File: src/common/scp_regs.svh
// register indices, field positions, reset values and masks of the pin block
`ifndef SCP_REGS_SVH
`define SCP_REGS_SVH
`define SCP_ADDR_W       18
`define SCP_IDX_CARD     16'hFE0A
`define SCP_IDX_EXT      16'hFE0B
`define SCP_IDX_AUXDIR   16'hFE0C
`define SCP_IDX_MODE     16'hFE0E
`define SCP_CARD_RST     7
`define SCP_CARD_DATA    5
`define SCP_CARD_DIR     4
`define SCP_CARD_AUX8    3
`define SCP_CARD_AUX4    2
`define SCP_CARD_LVL     1
`define SCP_CARD_OFF     0
`define SCP_EXT_DATA     5
`define SCP_EXT_DIR      4
`define SCP_EXT_LVL      1
`define SCP_EXT_OFF      0
`define SCP_AUX8_DIR     3
`define SCP_AUX4_DIR     2
`define SCP_MODE_BYPASS  0
`define SCP_MODE_AUTO    1
`define SCP_MODE_ISYNC   2
`define SCP_MODE_ESYNC   3
`define SCP_CARD_RESET   8'h31
`define SCP_EXT_RESET    8'h00
`define SCP_AUXDIR_RESET 8'h0C
`define SCP_MODE_RESET   8'h00
`define SCP_CARD_MASK    8'hBF
`define SCP_EXT_MASK     8'h33
`define SCP_AUXDIR_MASK  8'h0C
`define SCP_MODE_MASK    8'h0F
`define SCP_RESP_OKAY    2'h0
`define SCP_RESP_SLVERR  2'h2
`endif

File: src/common/scp_pkg.sv
// types shared by the pin control block
package scp_pkg;
  typedef enum logic [1:0] {
    WS_COLLECT = 2'b01,
    WS_RESP    = 2'b10
  } scp_wstate_type;
  typedef enum logic [2:0] {
    SEL_NONE = 3'h0,
    SEL_CARD = 3'h1,
    SEL_EXT  = 3'h2,
    SEL_AUX  = 3'h3,
    SEL_MODE = 3'h4
  } scp_sel_type;
  typedef logic [31:0] scp_word_type;
endpackage : scp_pkg

File: src/hw/scp_pin_sync.sv
// two-stage pin synchroniser with capture register
`timescale 1ns/100ps
`default_nettype none
module scp_pin_sync (
  input  wire logic ref_clk,
  input  wire logic rst,
  input  wire logic pinAsync,
  input  wire logic captureEn,
  output var  logic pinLevel,
  output var  logic captured
);
  import scp_pkg::*;
  logic stage1;

  always_ff @(posedge ref_clk or posedge rst) begin
    if (rst) begin
      stage1 <= 1'b0;
      pinLevel <= 1'b0;
    end else begin
      stage1 <= pinAsync;
      pinLevel <= stage1;
    end
  end

  // sample on clock rise
  always_ff @(posedge ref_clk or posedge rst) begin
    if (rst) begin
      captured <= 1'b0;
    end else if (captureEn) begin
      captured <= pinLevel;
    end
  end
endmodule : scp_pin_sync
`default_nettype wire

File: src/hw/scp_pin_control.sv
// smart card pin control registers and pin drivers behind AXI4-Lite
//
// Added by the designer: register access over AXI4-Lite.
`timescale 1ns/100ps
`default_nettype none
`include "scp_regs.svh"
module scp_pin_control (
  input  wire logic                ref_clk,
  input  wire logic                rst,
  input  wire logic                s_axi_awvalid,
  output var  logic                s_axi_awready,
  input  wire logic [17:0]         s_axi_awaddr,
  input  wire logic                s_axi_wvalid,
  output var  logic                s_axi_wready,
  input  wire scp_pkg::scp_word_type s_axi_wdata,
  input  wire logic [3:0]          s_axi_wstrb,
  output var  logic                s_axi_bvalid,
  input  wire logic                s_axi_bready,
  output var  logic [1:0]          s_axi_bresp,
  input  wire logic                s_axi_arvalid,
  output var  logic                s_axi_arready,
  input  wire logic [17:0]         s_axi_araddr,
  output var  logic                s_axi_rvalid,
  input  wire logic                s_axi_rready,
  output var  scp_pkg::scp_word_type s_axi_rdata,
  output var  logic [1:0]          s_axi_rresp,
  input  wire logic                etuClk,
  input  wire logic                seqRstRelease,
  input  wire logic                uartTxData,
  input  wire logic                uartTxEn,
  input  wire logic                extUartTxData,
  input  wire logic                extUartTxEn,
  output var  logic                cardRst,
  output var  logic                cardClk,
  input  wire logic                cardDataIn,
  output var  logic                cardDataOut,
  output var  logic                cardDataOeN,
  input  wire logic                aux4In,
  output var  logic                aux4Out,
  output var  logic                aux4OeN,
  input  wire logic                aux8In,
  output var  logic                aux8Out,
  output var  logic                aux8OeN,
  input  wire logic                extDataIn,
  output var  logic                extDataOut,
  output var  logic                extDataOeN,
  output var  logic                extClk
);
  import scp_pkg::*;

  logic [7:0]     cardCtl;
  logic [7:0]     extCtl;
  logic [7:0]     auxDir;
  logic [7:0]     modeReg;
  scp_wstate_type wrState;
  logic           awHeld;
  logic           wHeld;
  logic [17:0]    wrAddr;
  logic [7:0]     wrData;
  logic           wrLane;
  logic           commit;
  scp_sel_type    wrSel;
  scp_sel_type    rdSel;
  logic [7:0]     rdByte;
  logic           cardClkPrev;
  logic           extClkPrev;
  logic [3:0]     pinRaw;
  logic [3:0]     capEn;
  logic [3:0]     syncVal;
  logic [3:0]     capVal;
  logic           bypass;
  logic           iSync;
  logic           eSync;
  logic           autoSeq;
  logic           direct;
  logic           extDirect;
  logic           next_cardRst;
  logic           next_cardClk;
  logic           next_extClk;
  logic           etuLevel;
  logic [7:0]     cardRead;
  logic [7:0]     extRead;

  function automatic scp_sel_type decodeSel(input logic [17:0] a);
    scp_sel_type s;
    s = SEL_NONE;
    if (a[1:0] == 2'h0) begin
      case (a[17:2])
        `SCP_IDX_CARD:   s = SEL_CARD;
        `SCP_IDX_EXT:    s = SEL_EXT;
        `SCP_IDX_AUXDIR: s = SEL_AUX;
        `SCP_IDX_MODE:   s = SEL_MODE;
        default:         s = SEL_NONE;
      endcase
    end
    return s;
  endfunction : decodeSel

  assign bypass    = modeReg[`SCP_MODE_BYPASS];
  assign autoSeq   = modeReg[`SCP_MODE_AUTO];
  assign iSync     = modeReg[`SCP_MODE_ISYNC];
  assign eSync     = modeReg[`SCP_MODE_ESYNC];
  assign direct    = bypass | iSync;
  assign extDirect = bypass | eSync;
  assign commit    = (wrState == WS_COLLECT) && awHeld && wHeld;
  assign wrSel     = decodeSel(wrAddr);
  assign rdSel     = decodeSel(s_axi_araddr);

  // write channel collection
  always_ff @(posedge ref_clk or posedge rst) begin
    if (rst) begin
      awHeld <= 1'b0;
      wrAddr <= 18'h0;
    end else if (s_axi_awvalid && s_axi_awready) begin
      awHeld <= 1'b1;
      wrAddr <= s_axi_awaddr;
    end else if (commit) begin
      awHeld <= 1'b0;
    end
  end

  always_ff @(posedge ref_clk or posedge rst) begin
    if (rst) begin
      wHeld <= 1'b0;
      wrData <= 8'h00;
      wrLane <= 1'b0;
    end else if (s_axi_wvalid && s_axi_wready) begin
      wHeld <= 1'b1;
      wrData <= s_axi_wdata[7:0];
      wrLane <= s_axi_wstrb[0];
    end else if (commit) begin
      wHeld <= 1'b0;
    end
  end

  always_ff @(posedge ref_clk or posedge rst) begin
    if (rst) begin
      s_axi_awready <= 1'b0;
      s_axi_wready <= 1'b0;
    end else begin
      s_axi_awready <= (wrState == WS_COLLECT) && !awHeld &&
                       !(s_axi_awvalid && s_axi_awready);
      s_axi_wready <= (wrState == WS_COLLECT) && !wHeld &&
                      !(s_axi_wvalid && s_axi_wready);
    end
  end

  always_ff @(posedge ref_clk or posedge rst) begin
    if (rst) begin
      wrState <= WS_COLLECT;
      s_axi_bvalid <= 1'b0;
      s_axi_bresp <= `SCP_RESP_OKAY;
    end else begin
      case (wrState)
        WS_COLLECT: begin
          if (commit) begin
            wrState <= WS_RESP;
            s_axi_bvalid <= 1'b1;
            s_axi_bresp <= (wrSel == SEL_NONE) ? `SCP_RESP_SLVERR
                                               : `SCP_RESP_OKAY;
          end
        end
        WS_RESP: begin
          if (s_axi_bready) begin
            wrState <= WS_COLLECT;
            s_axi_bvalid <= 1'b0;
          end
        end
        default: begin
          wrState <= WS_COLLECT;
          s_axi_bvalid <= 1'b0;
        end
      endcase
    end
  end

  always_ff @(posedge ref_clk or posedge rst) begin
    if (rst) begin
      cardCtl <= `SCP_CARD_RESET;
    end else if (commit && wrLane && wrSel == SEL_CARD) begin
      cardCtl <= wrData & `SCP_CARD_MASK;
    end
  end

  always_ff @(posedge ref_clk or posedge rst) begin
    if (rst) begin
      extCtl <= `SCP_EXT_RESET;
    end else if (commit && wrLane && wrSel == SEL_EXT) begin
      extCtl <= wrData & `SCP_EXT_MASK;
    end
  end

  always_ff @(posedge ref_clk or posedge rst) begin
    if (rst) begin
      auxDir <= `SCP_AUXDIR_RESET;
    end else if (commit && wrLane && wrSel == SEL_AUX) begin
      auxDir <= wrData & `SCP_AUXDIR_MASK;
    end
  end

  always_ff @(posedge ref_clk or posedge rst) begin
    if (rst) begin
      modeReg <= `SCP_MODE_RESET;
    end else if (commit && wrLane && wrSel == SEL_MODE) begin
      modeReg <= wrData & `SCP_MODE_MASK;
    end
  end

  // pin synchronisers and clock-rise capture
  assign pinRaw = {extDataIn, aux8In, aux4In, cardDataIn};
  assign capEn  = {extClk && !extClkPrev, 2'b00, cardClk && !cardClkPrev};

  genvar g;
  generate
    for (g = 0; g < 4; g++) begin : g_sync
      scp_pin_sync u_sync (
        .ref_clk   (ref_clk),
        .rst       (rst),
        .pinAsync  (pinRaw[g]),
        .captureEn (capEn[g]),
        .pinLevel  (syncVal[g]),
        .captured  (capVal[g])
      );
    end
  endgenerate

  // card clock source sampled into the clock domain
  scp_pin_sync u_etu_sync (
    .ref_clk   (ref_clk),
    .rst       (rst),
    .pinAsync  (etuClk),
    .captureEn (1'b0),
    .pinLevel  (etuLevel),
    .captured  ()
  );

  always_ff @(posedge ref_clk or posedge rst) begin
    if (rst) begin
      cardClkPrev <= 1'b0;
      extClkPrev <= 1'b0;
    end else begin
      cardClkPrev <= cardClk;
      extClkPrev <= extClk;
    end
  end

  always_comb begin
    cardRead = cardCtl & `SCP_CARD_MASK;
    cardRead[`SCP_CARD_DATA] = iSync ? capVal[0] : syncVal[0];
    cardRead[`SCP_CARD_AUX8] = auxDir[`SCP_AUX8_DIR] ? syncVal[2]
                                                     : cardCtl[`SCP_CARD_AUX8];
    cardRead[`SCP_CARD_AUX4] = auxDir[`SCP_AUX4_DIR] ? syncVal[1]
                                                     : cardCtl[`SCP_CARD_AUX4];
    extRead = extCtl & `SCP_EXT_MASK;
    if (eSync) begin
      extRead[`SCP_EXT_DATA] = capVal[3];
    end else if (extCtl[`SCP_EXT_DIR]) begin
      extRead[`SCP_EXT_DATA] = syncVal[3];
    end
  end

  always_comb begin
    case (rdSel)
      SEL_CARD: rdByte = cardRead;
      SEL_EXT:  rdByte = extRead;
      SEL_AUX:  rdByte = auxDir;
      SEL_MODE: rdByte = modeReg;
      default:  rdByte = 8'h00;
    endcase
  end

  always_ff @(posedge ref_clk or posedge rst) begin
    if (rst) begin
      s_axi_arready <= 1'b0;
      s_axi_rvalid <= 1'b0;
      s_axi_rdata <= 32'h0;
      s_axi_rresp <= `SCP_RESP_OKAY;
    end else begin
      s_axi_arready <= !s_axi_rvalid && !(s_axi_arvalid && s_axi_arready);
      if (s_axi_arvalid && s_axi_arready) begin
        s_axi_rvalid <= 1'b1;
        s_axi_rdata <= {24'h0, rdByte};
        s_axi_rresp <= (rdSel == SEL_NONE) ? `SCP_RESP_SLVERR
                                           : `SCP_RESP_OKAY;
      end else if (s_axi_rready) begin
        s_axi_rvalid <= 1'b0;
      end
    end
  end

  always_comb begin
    if (iSync) begin
      next_cardRst = cardCtl[`SCP_CARD_RST];
    end else begin
      next_cardRst = !cardCtl[`SCP_CARD_RST] && (!autoSeq || seqRstRelease);
    end
  end

  always_comb begin
    if (bypass || cardCtl[`SCP_CARD_OFF]) begin
      next_cardClk = cardCtl[`SCP_CARD_LVL];
    end else begin
      next_cardClk = etuLevel;
    end
  end

  always_comb begin
    if (bypass || extCtl[`SCP_EXT_OFF]) begin
      next_extClk = extCtl[`SCP_EXT_LVL];
    end else begin
      next_extClk = etuLevel;
    end
  end

  // pin drivers, card data routed to bits when direct, external data when extDirect
  always_ff @(posedge ref_clk or posedge rst) begin
    if (rst) begin
      cardRst <= 1'b1;
      cardClk <= 1'b0;
      cardDataOut <= 1'b0;
      cardDataOeN <= 1'b1;
    end else begin
      cardRst <= next_cardRst;
      cardClk <= next_cardClk;
      cardDataOut <= direct ? cardCtl[`SCP_CARD_DATA] : uartTxData;
      cardDataOeN <= direct ? cardCtl[`SCP_CARD_DIR] : !uartTxEn;
    end
  end

  always_ff @(posedge ref_clk or posedge rst) begin
    if (rst) begin
      aux4Out <= 1'b0;
      aux4OeN <= 1'b1;
      aux8Out <= 1'b0;
      aux8OeN <= 1'b1;
    end else begin
      aux4Out <= cardCtl[`SCP_CARD_AUX4];
      aux4OeN <= auxDir[`SCP_AUX4_DIR];
      aux8Out <= cardCtl[`SCP_CARD_AUX8];
      aux8OeN <= auxDir[`SCP_AUX8_DIR];
    end
  end

  always_ff @(posedge ref_clk or posedge rst) begin
    if (rst) begin
      extDataOut <= 1'b0;
      extDataOeN <= 1'b1;
      extClk <= 1'b0;
    end else begin
      extDataOut <= extDirect ? extCtl[`SCP_EXT_DATA] : extUartTxData;
      extDataOeN <= extDirect ? extCtl[`SCP_EXT_DIR] : !extUartTxEn;
      extClk <= next_extClk;
    end
  end
endmodule : scp_pin_control
`default_nettype wire

File: config.mk
export PLATFORM = sky130hd
export DESIGN_NAME = scp_pin_control
export DESIGN_NICKNAME = d
export VERILOG_FILES = /design/src/common/scp_pkg.sv /design/src/hw/scp_pin_sync.sv /design/src/hw/scp_pin_control.sv
export VERILOG_INCLUDE_DIRS = /design/src /design/src/common
export SDC_FILE = /design/constraint.sdc
export NUM_CORES = 1
export LEC_CHECK = 0
export BUFFER_PORTS_ARGS = -buffer_cell sky130_fd_sc_hd__clkbuf_2
export CORE_UTILIZATION = 49
export DETAILED_ROUTE_END_ITERATION = 10
export PLACE_DENSITY = 0.8
export SYNTH_ARGS = -nofsm -noshare
export SYNTH_HDL_FRONTEND = slang
export SYNTH_HIERARCHICAL = 1
export SYNTH_SLANG_ARGS = --single-unit
File: constraint.sdc
create_clock -name ref_clk -period 2.4 [get_ports ref_clk]
set_clock_uncertainty 0.1 [all_clocks]
set_input_delay 0.24 -clock ref_clk [delete_from_list [all_inputs] [get_ports ref_clk]]
set_output_delay 0.24 -clock ref_clk [all_outputs]
set_load 0.005 [all_outputs]
==> out/results.ini <==
[layout]
multi_input_area_sq_um = 1320
antennaDiodeCount = 0
layout-drive-gt1-share_pct = 45.1
fill_cells = 575
area_growth_pct = 20.3
final_cell_area_sq_um = 4360
layout.nets = 468
register_area_sq_um = 2140

[floorplanning]
die-area_sq_um = 7740
io_pins = 141
start_util_pct = 51.9
placement_rows = 30
die_h_um = 88.0
core_area_sq_um = 6980
fp.dieW_um = 88.0

[sta]
setup_violations = 0
fmaxAchievable_ghz = 0.504
relSlewSlack_pct = 47.8
max_slew.worst_pin.slew_ns = 0.781
report.final.hold_viol_count = 0
fin_crit_ns = 1.99
period_share_pct = 82.7
tns_ns = 0
slew_violations = 0
rsz0062_at_grt = false

[routing]
first_pass_iters = 4
antenna_left = 0
drt-initial-drc-count = 118
vias = 2374
drc = 0
routed_wl_um = 6740
vias_per_cell = 4.95
routedWlPerCell_um = 14.0

[setup_path]
path_cells = and4b_1, and4_1, nand4b_2, mux2_2
reg2reg_depth = 4
crit_type = reg -> reg
start_kind = register
required_ns = 2.54
end_kind = register
path_buf_inv = 0
r2r-start = wrState[0]
critPathMaxStageDelay_ns = 0.54
critPathMaxFanout = 7
timing.rr.end = cardCtl[1]
cpMaxStageDelayCell = dfstp_2
crit_arrival_ns = 2.13
startpoint = wrState[0]
cpLargestDelayFamily = simple AND/OR/NAND/NOR gates
rrSetupSlack_ns = 0.41

[placed_design]
portBuffers = 85
placed_area_sq_um = 4080
place_congestion = 0.809
dp_hpwl_um = 5080

[logic_synthesis]
syn_area_sq_um = 3620
ys_warn_count = 6
avgSynthCellArea_sq_um = 13.1
syn_inst = 276

[clock_network]
insertion_delay_ns = 0.35
cts_tree = done
cts_buffer_depth = 2
cts_buffers = 9
clk_pin_slew_ns = 0.09
h-tree-depth = 3
postCtsSetupRepairBufs = 0
clock-sinks = 85
cts-root-buf = clkbuf_8

[global_route]
antenna_found_initial = 0
grt_usage_pct = 19.1
grt-ovfl-total = 0
grt_first_pass_wirelength_um = 11000
grt_max_degree = 31
grt_pass1_vias = 2377

[power]
vdd_drop_max_mv = 0.548
pwr_density_cell_nw_per_um2 = 811
leakage_nw = 2.17

[hold_path]
hold_start = s_axi_wdata[7]
hold-path-endpoint = wrData[7]
hp-class = in -> reg
holdPathStages = 2

[flow_run]
drv_cap = 0

[outcome]
outcome = finished, final reports clean

[layer usage]
layer	vias to the layer above	GRT usage (%)	part of all wire, %
met1	1147	22.5	42
met3	14	5.47	6.6
li1	1118	-	-
met5	-	0	0
met2	95	32.6	49
met4	0	8.64	2.1
[final cells by class]
cell class,count,area share (%)
Sequential cell,85,49.1
Tap cell,96,2.76
Multi-Input combinational cell,176,30.4
Inverter,10,0.861
Clock buffer,10,3.16
Timing Repair Buffer,97,12.6
Clock inverter,6,1.09
[state kept, by name, summed over array words and instances (netlist names), 2 cells and up]
name	flops
wrAddr	18
cardCtl	7
s_axi_rdata	7
wrData	7
extCtl	4
g_sync.u_sync/pinLevel	4
g_sync.u_sync/stage1	4
modeReg	4
auxDir	2
g_sync.u_sync/captured	2
[report_power, final]
group	leakage, nW	internal [mW]	switching, mW
clock	0.0928	0.411	0.511
combinational	1.05	0.382	0.288
sequential	1.03	1.74	0.197
total	2.17	2.54	0.996
[stage by stage]
| stage | util, % | cells | hold WS [ns] | setup slack [ns] | total power [mW] |
|---|---|---|---|---|---|
| 2_1_floorplan | - | 302 | -0.119 | 0.225 | 2.44 |
| 3_3_place_gp | 58.5 | 455 | 0.0805 | 0.452 | 2.59 |
| 3_5_place_dp | 58.5 | 455 | 0.0931 | 0.404 | 2.64 |
| 4_1_cts | 62.4 | 480 | 0.00712 | 0.394 | 3.58 |
| 5_1_grt | 62.4 | 480 | 0.00970 | 0.351 | 3.75 |
| 6_report | 62.4 | 480 | 0.0136 | 0.414 | 3.53 |
[placed cells by master, fill, tap and decap left out, drive strengths merged, types with 2 or more instances in the layout]
cell type     n
clkinv        4
buf           3
nor2         16
and4b         2
o311ai        2
inv          11
mux2         50
nor3b         3
o21ai         4
mux2i         4
a22oi         2
a21oi         5
nor3          2
nand4b        3
conb         27
a41oi         2
o31ai         2
nand4         7
dfrtp        74
nand2        18
and2          3
and3          2
clkbuf       95
dlygate4sd3   9
nor2b         6
dfstp        11
and4          2
[what timing repair did]
| item | in CTS | in global routing |
|---|---|---|
| endpoints found under the hold margin | 40 | 0 |
| hold buffers | 9 | 0 |
| gates resized for setup | 0 | 0 |
[how the worst max path moves through the flow]
stage	to	cells past startpoint
floorplan	aux4Out	1
global placement	cardCtl[2]	4
detailed placement	cardCtl[1]	4
CTS	cardCtl[1]	4
global route	cardCtl[7]	4
finish	cardCtl[1]	4
[worst register-to-register path: stages, from the launching register on]
cell	delay, ns
dfstp_2	0.54
and4b_1	0.28
and4_1	0.29
nand4b_2	0.30
mux2_2	0.37
(Power assumes the default switching activity.)
